**src/asc_defines.svh**
```systemverilog
// Function
// read: host holds chip select and output enable low
// write strobe stays high throughout a read
// memory keeps old byte at least 2 ns after address change
// memory gives valid data within 3 ns of output enable low
// memory floats bus within 3 ns of output enable high
// memory floats bus within 3 ns of chip select high
// memory may drive 0 ns after output enable low; host off bus
// address valid no later than chip select falling
// chip select or write strobe high while address changes
// write ends on first rise of chip select or write strobe
// write address stable at least 8 ns before write end
// write data valid at least 5 ns before write end
// address may change 0 ns after write end
// memory floats bus within 6 ns of write strobe falling
// memory drives again no sooner than 1 ns after write end
// chip select high before retention; wait read cycle after recovery
// read timing counted from last valid address
// memory floats outputs when deselected, disabled or writing
// memory stores byte on closing strobe edge
// memory holds 131072 bytes, 17-bit address
// host converts every delay to clock cycles, rounding safe; code converts five of the delays, rounding up
`ifndef ASC_DEFINES_SVH
`define ASC_DEFINES_SVH
`define ASC_CLK_PERIOD_NS 8
`define ASC_ADDR_W 17
`define ASC_DATA_W 8
`define ASC_READ_CYCLE_MIN_NS 10
`define ASC_OE_ACCESS_NS 3
`define ASC_ADDR_ACCESS_NS 10
`define ASC_OUTPUT_DISABLE_FLOAT_NS 3
`define ASC_SELECT_DISABLE_FLOAT_NS 3
`define ASC_ADDRESS_TO_WRITE_END_NS 8
`define ASC_DATA_TO_WRITE_END_NS 5
`define ASC_WRITE_PULSE_NS 7
`define ASC_WRITE_TO_FLOAT_NS 6
`define ASC_DRIVE_AFTER_WRITE_END_NS 1
`define ASC_CEIL_CYC(ns) (((ns) + `ASC_CLK_PERIOD_NS - 1) / `ASC_CLK_PERIOD_NS)
// read: data valid after the address access time, rounded up to cycles, plus
// three cycles for the three-stage input synchroniser agreement
`define ASC_RD_CYC (`ASC_CEIL_CYC(`ASC_ADDR_ACCESS_NS) + 3)
`define ASC_WR_CYC `ASC_CEIL_CYC(`ASC_ADDRESS_TO_WRITE_END_NS)
`define ASC_FLOAT_CYC `ASC_CEIL_CYC(`ASC_WRITE_TO_FLOAT_NS)
`define ASC_REL_CYC `ASC_CEIL_CYC(`ASC_OUTPUT_DISABLE_FLOAT_NS)
`define ASC_RETAIN_CYC `ASC_CEIL_CYC(`ASC_READ_CYCLE_MIN_NS)
`endif

```
**src/asc_pkg.sv**
```systemverilog
package asc_pkg;
  typedef struct packed {
    logic write;
    logic [16:0] addr;
    logic [7:0] wdata;
  } asc_req_t;
  typedef struct packed {
    logic cs_n;
    logic oe_n;
    logic we_n;
    logic [16:0] addr;
  } asc_pins_t;
  typedef enum logic [2:0] {
    ST_IDLE, ST_RD, ST_WR_SETUP, ST_WR, ST_REL, ST_RETAIN, ST_RECOVER
  } asc_state_t;
endpackage : asc_pkg

```
**src/asc_ctrl.sv**
```systemverilog
`timescale 1ns/100ps
`default_nettype none
`include "asc_defines.svh"
module asc_ctrl (
  input wire logic i_clock,
  input wire logic i_srst,
  input wire logic i_req_valid,
  input wire asc_pkg::asc_req_t i_req,
  output logic o_req_ready,
  output logic o_rdata_valid,
  output logic [7:0] o_rdata,
  input wire logic i_retain,
  output logic o_retained,
  output asc_pkg::asc_pins_t o_pins,
  input wire logic [7:0] i_data_bus,
  output logic [7:0] o_data_bus,
  output logic o_data_bus_oe
);
  import asc_pkg::*;

  localparam logic [3:0] RD_CYC = 4'(`ASC_RD_CYC);
  localparam logic [3:0] WR_CYC = 4'(`ASC_WR_CYC);
  localparam logic [3:0] FLOAT_CYC = 4'(`ASC_FLOAT_CYC);
  localparam logic [3:0] REL_CYC = 4'(`ASC_REL_CYC);
  localparam logic [3:0] RET_CYC = 4'(`ASC_RETAIN_CYC);

  asc_state_t state_q;
  logic [3:0] cnt_q;
  asc_pins_t pins_q;
  logic [7:0] wdata_q;
  logic oe_q;
  logic [7:0] s1_q, s2_q, s3_q;
  logic bus_agree;

  // ----------------------------------------
  // counter end test
  // ----------------------------------------
  function automatic logic last_cyc(input logic [3:0] cnt);
    return cnt == 4'h1;
  endfunction : last_cyc

  // ----------------------------------------
  // input synchroniser for the data bus
  // ----------------------------------------
  always_ff @(posedge i_clock) begin
    s1_q <= i_data_bus;
    s2_q <= s1_q;
    s3_q <= s2_q;
  end

  // change counts once second and third stage agree
  assign bus_agree = (s2_q == s3_q);

  // ----------------------------------------
  // output wiring
  // ----------------------------------------
  assign o_req_ready = (state_q == ST_IDLE) && !i_retain;
  assign o_pins = pins_q;
  assign o_data_bus = wdata_q;
  assign o_data_bus_oe = oe_q;
  assign o_retained = (state_q == ST_RETAIN);

  // ----------------------------------------
  // access sequencer
  // ----------------------------------------
  always_ff @(posedge i_clock) begin
    if (i_srst) begin
      state_q <= ST_IDLE;
      cnt_q <= 4'h0;
      pins_q <= '{cs_n: 1'b1, oe_n: 1'b1, we_n: 1'b1, addr: 17'h0};
      wdata_q <= 8'h00;
      oe_q <= 1'b0;
      o_rdata_valid <= 1'b0;
      o_rdata <= 8'h00;
    end else begin
      o_rdata_valid <= 1'b0;
      case (state_q)
        ST_IDLE: begin
          if (i_retain) begin
            pins_q.cs_n <= 1'b1;
            state_q <= ST_RETAIN;
          end else if (i_req_valid) begin
            // address set with strobes high; write select falls next edge, read select falls this edge
            pins_q.addr <= i_req.addr;
            wdata_q <= i_req.wdata;
            if (i_req.write) begin
              state_q <= ST_WR_SETUP;
            end else begin
              pins_q.cs_n <= 1'b0;
              pins_q.oe_n <= 1'b0;
              pins_q.we_n <= 1'b1;
              cnt_q <= RD_CYC;
              state_q <= ST_RD;
            end
          end
        end
        ST_RD: begin
          // a byte still settling in the synchroniser holds the read open
          if (last_cyc(cnt_q) && bus_agree) begin
            o_rdata <= s3_q;
            o_rdata_valid <= 1'b1;
            pins_q.cs_n <= 1'b1;
            pins_q.oe_n <= 1'b1;
            cnt_q <= REL_CYC;
            state_q <= ST_REL;
          end else if (!last_cyc(cnt_q)) begin
            cnt_q <= cnt_q - 4'h1;
          end
        end
        ST_WR_SETUP: begin
          pins_q.cs_n <= 1'b0;
          pins_q.we_n <= 1'b0;
          cnt_q <= FLOAT_CYC;
          state_q <= ST_WR;
        end
        ST_WR: begin
          // drive only once the memory has floated its outputs
          if (last_cyc(cnt_q) && !oe_q) begin
            oe_q <= 1'b1;
            cnt_q <= WR_CYC;
          end else if (last_cyc(cnt_q)) begin
            pins_q.we_n <= 1'b1;
            pins_q.cs_n <= 1'b1;
            cnt_q <= REL_CYC;
            state_q <= ST_REL;
          end else begin
            cnt_q <= cnt_q - 4'h1;
          end
        end
        ST_REL: begin
          oe_q <= 1'b0;
          if (last_cyc(cnt_q)) begin
            state_q <= ST_IDLE;
          end else begin
            cnt_q <= cnt_q - 4'h1;
          end
        end
        ST_RETAIN: begin
          if (!i_retain) begin
            cnt_q <= RET_CYC;
            state_q <= ST_RECOVER;
          end
        end
        ST_RECOVER: begin
          if (last_cyc(cnt_q)) begin
            state_q <= ST_IDLE;
          end else begin
            cnt_q <= cnt_q - 4'h1;
          end
        end
        default: state_q <= ST_IDLE;
      endcase
    end
  end
endmodule : asc_ctrl
`default_nettype wire

```
**config.mk**
```make
export PLATFORM = sky130hd
export DESIGN_NAME = asc_ctrl
export DESIGN_NICKNAME = d
export VERILOG_FILES = /design/src/asc_pkg.sv /design/src/asc_ctrl.sv
export VERILOG_INCLUDE_DIRS = /design/src /design/src/src
export SDC_FILE = /design/constraint.sdc
export NUM_CORES = 1
export LEC_CHECK = 0
export BUFFER_PORTS_ARGS = -buffer_cell sky130_fd_sc_hd__buf_4
export CORE_MARGIN = 4
export CORE_UTILIZATION = 48
export CTS_BUF_LIST = sky130_fd_sc_hd__clkbuf_4 sky130_fd_sc_hd__clkbuf_8
export CTS_CLUSTER_DIAMETER = 50
export CTS_CLUSTER_SIZE = 14
export DETAILED_ROUTE_END_ITERATION = 8
export GPL_TIMING_DRIVEN = 0
export HOLD_SLACK_MARGIN = 0.15
export PLACE_DENSITY = 0.78
export SLEW_MARGIN = 10
export SYNTH_ARGS = -nofsm -noshare
export SYNTH_HDL_FRONTEND = slang
export SYNTH_SLANG_ARGS = --single-unit
export TNS_END_PERCENT = 100
```
**constraint.sdc**
```tcl
create_clock -name i_clock -period 1.63 [get_ports i_clock]
set_input_delay 0.0815 -clock i_clock [delete_from_list [all_inputs] [get_ports i_clock]]
set_output_delay 0.0815 -clock i_clock [all_outputs]
set_load 0.005 [all_outputs]
```
==> results.md, run 1 <==
- Hold slack final: around 0.17 ns
- IO Pins: 78
- ANT cells: 0
- Peak Freq: roughly 0.58 GHz
- Largest cells by area after synthesis: dfxtp_1 52%, nand2_1 7.3%, a21oi_1 6.2%
- Core Rows: 26
- Hold Crit Class: input port to flop
- Core area: approximately 0.0052 mm^2
- Maximum vdd drop: 0.8015 mV
- Final instance area: between 0.004 and 0.005 mm^2
- Die H: between 80 and 90 um
- Fin. max-slew vios: 0
- Final Hold Vio Count: 0
- Routed len/inst: approximately 16 um
- Sink Count: between 60 and 70
- Initial Util: 51.08%
- Sw Ratio: between 30% and 40%
- Post-synth top flop: dfxtp_1
- DR vias: ~2600
- Vias in the first global route: 2563
- Yosys warnings: 0
- CP arrival: approximately 2.0 ns
- Worst-Margin Slew: 0.6160 ns
- Top cell type's share of synthesized area: between 50% and 60%
- Vias per cell: approximately 5.2
- Area added between synthesis and finish: 56.60%
- Final min period: roughly 1.7 ns
- Total GRT Usage: between 20 and 25%
- DP HPWL: between 4000 and 5000 um
- Iteration-0 DRC count of the detailed router: about 180
- Syn Area/Cell: approximately 9 um^2
- Final setup viols: 5
- Dpl ws: -0.2904 ns
- First-pass GRT wire length: ~12000 um
- CTS tree: done
- Asr flop ratio synth: 0%
- Max Cap Violations: 0
- Leakage: ~1.7 nW
- Clk Latency, worst-skew pair: ~0.34 ns
- Max-slew headroom: 58.84%
- Syn_nets: ~330
- Most common cell after layout, fill and taps aside: buf_4
- Synth Instances: 290
- Gr ovfl total: 0
- Critical path fanouts, max: 4
- Setup crit end kind: flop
- Yosys cell types: 48
- Hold depth: 4
- DRC: 0
- Final setup margin: -0.08665 ns
- R2R depth: 8
- Pwr/cell area: roughly 1400 mW/mm^2
- Area leader, netlist: dfxtp_1
- Longest Clk Path Bufs: 2
- Critical Setup Path Class: flop to flop
- Root Buffer: clkbuf_8
- CTS Buf Count: 9
- Critical Path Start Type: flop
- Largest net degree at the start of global routing: 12
- Worst Clk Skew: 0.01313 ns
- First-pass detailed-route iteration total: 4
- Die Area: between 0.006 and 0.007 mm^2
- Highest-count cells in the layout ignoring fill and taps: 92 x buf_4, 64 x dfxtp_1, 51 x nand2_1
- Final Core Density: between 70% and 80%
- Sequential share of the synthesized area: roughly half
- PortBufs: 76
- # H-tree levels: 3
- Die width: around 83 um
- Layout cells sized above 1: roughly 36%
- Nets: 469
- Internal: about 0.0037 W
- Total wire length: 8245 um
- Number of routed nets with antenna violations: 0
- Placed inst area: approximately 0.0034 mm^2
- Status: complete, but fails checks
- Synth Cell Area: approximately 0.0027 mm^2
- Final Cycle Share: 105.3%
- Initial antenna violation count: 0
- EDFF count, synth: 0
- Reg power frac: 36.3%
- Comb pwr share: just over 40%
- Sw Pwr: approximately 0.002 W
- Failing checks: negative setup slack
- RSZ-0062 raised after global routing: yes
- Clock Power Share: between 20% and 30%
- Placer Congestion: about 0.86
- Seq cells post-synth: 69
- Reg clk slew, reported paths: about 0.080 ns
- Required @ worst endpoint: 1.86 ns
==> what timing repair did <==
item,CTS,global route
buffers inserted,6,9
resized for setup,19,31
hold buffers,34,0
gates cloned,1,1
hold endpoints to repair,34,0
setup endpoints to repair,21,37
pin swaps,1,13
==> metal layers <==
metal | vias up | track usage [%] | wire, um
met4 | 0 | 10.62 | 227
met5 | - | 0 | 0
met1 | 1214 | 26.59 | 3149
met3 | 26 | 7.050 | 550
met2 | 111 | 39.50 | 4317
li1 | 1272 | - | -
==> flip-flops by register name, summed over array words and instances (netlist names) <==
signal	cells
o_rdata_valid	1
s2_q	8
o_data_bus_oe	1
s3_q	8
o_data_bus	8
s1_q	8
o_rdata	8
state_q	3
o_pins	20
cnt_q	4
==> cells in the mapped netlist (2+ instances only) <==
| cell | instances |
|---|---|
| a21oi_1 | 33 |
| buf_2 | 5 |
| nand2b_1 | 18 |
| nand2_1 | 52 |
| xnor2_1 | 9 |
| a221oi_1 | 3 |
| nand3_1 | 5 |
| o21a_1 | 2 |
| nand3b_1 | 4 |
| nor4_2 | 2 |
| clkbuf_1 | 11 |
| o21ai_0 | 10 |
| ha_1 | 3 |
| nor3b_1 | 3 |
| dfxtp_1 | 69 |
| o31a_1 | 2 |
| inv_1 | 6 |
| nand4_1 | 3 |
| mux2i_1 | 9 |
| a31oi_1 | 2 |
| and2_1 | 2 |
| nor2_1 | 9 |
| nor3_1 | 3 |
==> critical path, cell delays in order (launching register included) <==
cell	delay [ns]
dfxtp_2	0.33
inv_2	0.07
ha_4	0.14
nor3b_4	0.24
inv_2	0.15
ha_4	0.24
mux2i_1	0.12
a22oi_1	0.08
o31a_1	0.25
==> cell type report <==
class                   count  area (um^2)
plain buffers              18        103.9
flip-flops and latches     69         1393
well taps                  70        87.58
clock buffers              13        160.2
repair buffers            127         1040
inverters                   6        22.52
multi-input cells         197         1361
fillers                   324         1049
clock inverters             3        21.27
==> power groups by stage <==
stage / Clock, W / Sequential, W / Combinational, W
after CTS: 0.00130 / 0.00204 / 0.00189
after global placement: 0 / 0.00206 / 0.00158
after detailed placement: 0 / 0.00207 / 0.00163
after floorplan: 0 / 0.00205 / 0.00114
after global routing: 0.00138 / 0.00210 / 0.00255
final: 0.00128 / 0.00208 / 0.00236
==> cells by family after synthesis <==
logic type                 share of synthesized area [%]
xor gates and xnor gates                           2.947
buffers and inverters                              3.882
and+or+nand+nor                                    22.73
adders and majority gates                          1.403
muxes                                              3.368
DFF                                                51.64
AOI/OAI and AO/OA                                  14.03
==> worst paths after layout <==
path	to	startpoint	slack (ns)
min	o_pins[18]	i_req[25]	0.17
min reg2reg	s2_q[7]	s1_q[7]	0.33
max reg2reg	cnt_q[0]	cnt_q[1]	-0.09
max	cnt_q[0]	cnt_q[1]	-0.09
==> stage by stage <==
stage,TNS (ns),total power (W),instances
after floorplan,-0.06330,0.003191,290
after global placement,-2.859,0.003642,436
after detailed placement,-3.452,0.003699,436
after CTS,-0.2268,0.005227,493
after global routing,-1.559,0.006022,503
final,-0.1990,0.005728,503
No activity file was read; power rests on OpenSTA's default activity.
==> run 2: changes to the inputs <==
--- a/config.mk
+++ b/config.mk
@@ -8,14 +8,14 @@
 export LEC_CHECK = 0
 export BUFFER_PORTS_ARGS = -buffer_cell sky130_fd_sc_hd__buf_4
 export CORE_MARGIN = 4
-export CORE_UTILIZATION = 48
+export CORE_UTILIZATION = 55
 export CTS_BUF_LIST = sky130_fd_sc_hd__clkbuf_4 sky130_fd_sc_hd__clkbuf_8
 export CTS_CLUSTER_DIAMETER = 50
 export CTS_CLUSTER_SIZE = 14
 export DETAILED_ROUTE_END_ITERATION = 8
 export GPL_TIMING_DRIVEN = 0
 export HOLD_SLACK_MARGIN = 0.15
-export PLACE_DENSITY = 0.78
+export PLACE_DENSITY = 0.84
 export SLEW_MARGIN = 10
 export SYNTH_ARGS = -nofsm -noshare
 export SYNTH_HDL_FRONTEND = slang
==> constraint.sdc (replaced) <==
create_clock -name i_clock -period 2.2 [get_ports i_clock]
set_input_delay 0.11 -clock i_clock [delete_from_list [all_inputs] [get_ports i_clock]]
set_output_delay 0.11 -clock i_clock [all_outputs]
set_load 0.005 [all_outputs]
==> results.md, run 2 (synthesis gave the netlist of run 1 again) <==
- Hold depth: 4 (unchanged)
- Maximum vdd drop: 0.6484 mV (-19%)
- Peak Freq: 0.4706 GHz (-19%)
- RR Endpoint: cnt_q[0]
- Number of routed nets with antenna violations: 0 (unchanged)
- Max Cap Violations: 0 (unchanged)
- Worst-Margin Slew: 0.5427 ns (-0.07331 ns)
- Most common cell after layout, fill and taps aside: buf_4
- Total GRT Usage: 24.65% (+1.5 points)
- Final min period: 2.125 ns (+0.4082 ns)
- Status: finished clean
- Fin. max-slew vios: 0 (unchanged)
- Placer Congestion: 0.9259 (+8.0%)
- DRC: 0 (unchanged)
- Hold Crit Class: input port to flop
- Core area: 0.004723 mm^2 (-9.8%)
- Initial Util: 56.64% (+5.6 points)
- IO Pins: 78 (unchanged)
- Final setup viols: 0 (-5)
- Gr ovfl total: 0 (unchanged)
- Placed cells: 433 (-0.69%)
- Final Hold Vio Count: 0 (unchanged)
- Clk Latency, worst-skew pair: 0.33 ns (about the same)
- Placed inst area: 0.003329 mm^2 (-0.67%)
- Nets: 453 (-3.4%)
- Required @ worst endpoint: 2.42 ns (+0.56 ns)
- Layout cells sized above 1: 25.90% (-9.9 points)
- Critical Path Start Type: flop
- Hold Path End: state_q[0]
- DR vias: 2542 (-3.1%)
- # H-tree levels: 3 (unchanged)
- First-pass GRT wire length: 11600 um (-1.8%)
- CP arrival: 2.35 ns (+0.40 ns)
- Die Area: 0.006044 mm^2 (-12%)
- Setup TNS: 0 ns (+0.1990 ns)
- CTS Buf Count: 9 (unchanged)
- Longest Clk Path Bufs: 2 (unchanged)
- Final Cycle Share: 96.58% (-8.7 points)
- Root Buffer: clkbuf_8
- Vias per cell: 5.252 (+0.72%)
- Non-Filler Instances: 484 (-3.8%)
- Setup crit end kind: flop
- DP HPWL: 4553 um (-0.18%)
- Initial antenna violation count: 0 (unchanged)
- Total wire length: 7360 um (-11%)
- Reg-to-reg slack, setup: 0.08 ns (+0.16 ns)
- Leakage: 1.569 nW (-7.8%)
- Vias in the first global route: 2491 (-2.8%)
- Final Core Density: 81.70% (+1.7 points)
- Hold slack final: 0.1764 ns (+0.007342 ns)
- First-pass detailed-route iteration total: 4 (unchanged)
- Area added between synthesis and finish: 44.25%
- Iteration-0 DRC count of the detailed router: 249 (+39%)
- Final instance area: 0.003859 mm^2 (-7.9%)
- R2R depth: 7 (-1)
- CTS tree: done
- Highest-count cells in the layout ignoring fill and taps: 79 x buf_4, 69 x dfxtp_1, 52 x nand2_1
- Die H: 77.74 um (-5.9%)
- Max-slew headroom: 63.74% (+4.9 points)
- Reg clk slew, reported paths: 0.07 ns (about the same)
- RSZ-0062 raised after global routing: no
- Critical Setup Path Class: flop to flop
- Pwr/cell area: 971.5 mW/mm^2 (-29%)
- Core Rows: 25 (-3.8%)
- Reg-to-reg startpoint: cnt_q[0]
- Critical path fanouts, max: 5 (+1)
- Worst Clk Skew: 0.008213 ns (-0.004913 ns)
- Sink Count: 69 (unchanged)
- Worst min-delay path startpoint: i_req_valid
- Largest net degree at the start of global routing: 12 (unchanged)
- Max reg flops: 20 (unchanged)
- ANT cells: 0 (unchanged)
- Die width: 77.74 um (-5.9%)
- Routed len/inst: 15.21 um (-7.2%)
- PortBufs: 76 (unchanged)
==> run 2: repair_timing <==
| item | 4_1_cts | 5_1_grt |
|---|---|---|
| endpoints found under the setup margin | 0 | 9 |
| hold buffers | 33 | 0 |
| endpoints found under the hold margin | 33 | 0 |
| resized for setup | 0 | 2 |
| buffers inserted | 0 | 2 |
==> run 2: layout make-up <==
type                            instances  area [um^2]
Multi-Input combinational cell        197         1190
Clock buffer                           13        160.2
Inverter                                6        22.52
Fill cell                             303        864.6
Buffer                                 18        83.83
Clock inverter                          3        21.27
Tap cell                               67        83.83
Timing Repair Buffer                  111        915.9
Sequential cell                        69         1381
==> run 2: how the worst max path moves through the flow <==
stage	slack, ns	cells after the start	to	start
after floorplan	0.40	7	cnt_q[0]	cnt_q[0]
after global placement	0.14	7	cnt_q[0]	cnt_q[0]
after CTS	0.07	7	cnt_q[0]	cnt_q[0]
after detailed placement	0.09	7	cnt_q[0]	cnt_q[0]
final	0.08	7	cnt_q[0]	cnt_q[0]
after global routing	0.02	7	cnt_q[0]	cnt_q[0]
==> run 2: worst max-delay path, cell delays in order, from the launching register on <==
cell     delay, ns
dfxtp_1       0.41
ha_1          0.21
nor3b_4       0.30
inv_1         0.20
ha_1          0.32
o21ai_0       0.17
a22oi_1       0.11
o31a_1        0.30
==> run 2: power breakdown <==
group	total, W	switching, W	internal (W)
logic	0.00129	0.000685	0.000607
registers	0.00151	0.000115	0.00139
clock network	0.000948	0.000469	0.000479
total	0.00375	0.00127	0.00248
==> run 2: through the flow <==
stage	total power, W	setup slack [ns]
after global routing	0.003952	0.02276
after CTS	0.003691	0.07134
after floorplan	0.002339	0.4018
after global placement	0.002668	0.1374
after detailed placement	0.002706	0.08632
final	0.003749	0.07519
==> run 2: routing by layer <==
metal  routed length [um]  global-route usage [%]  up-vias
li1                     -                       -     1237
met1                 2864                   27.90     1174
met2                 3798                   42.47      110
met3                  461                   6.381       21
met4                  235                   12.63        0
met5                    0                       0        -
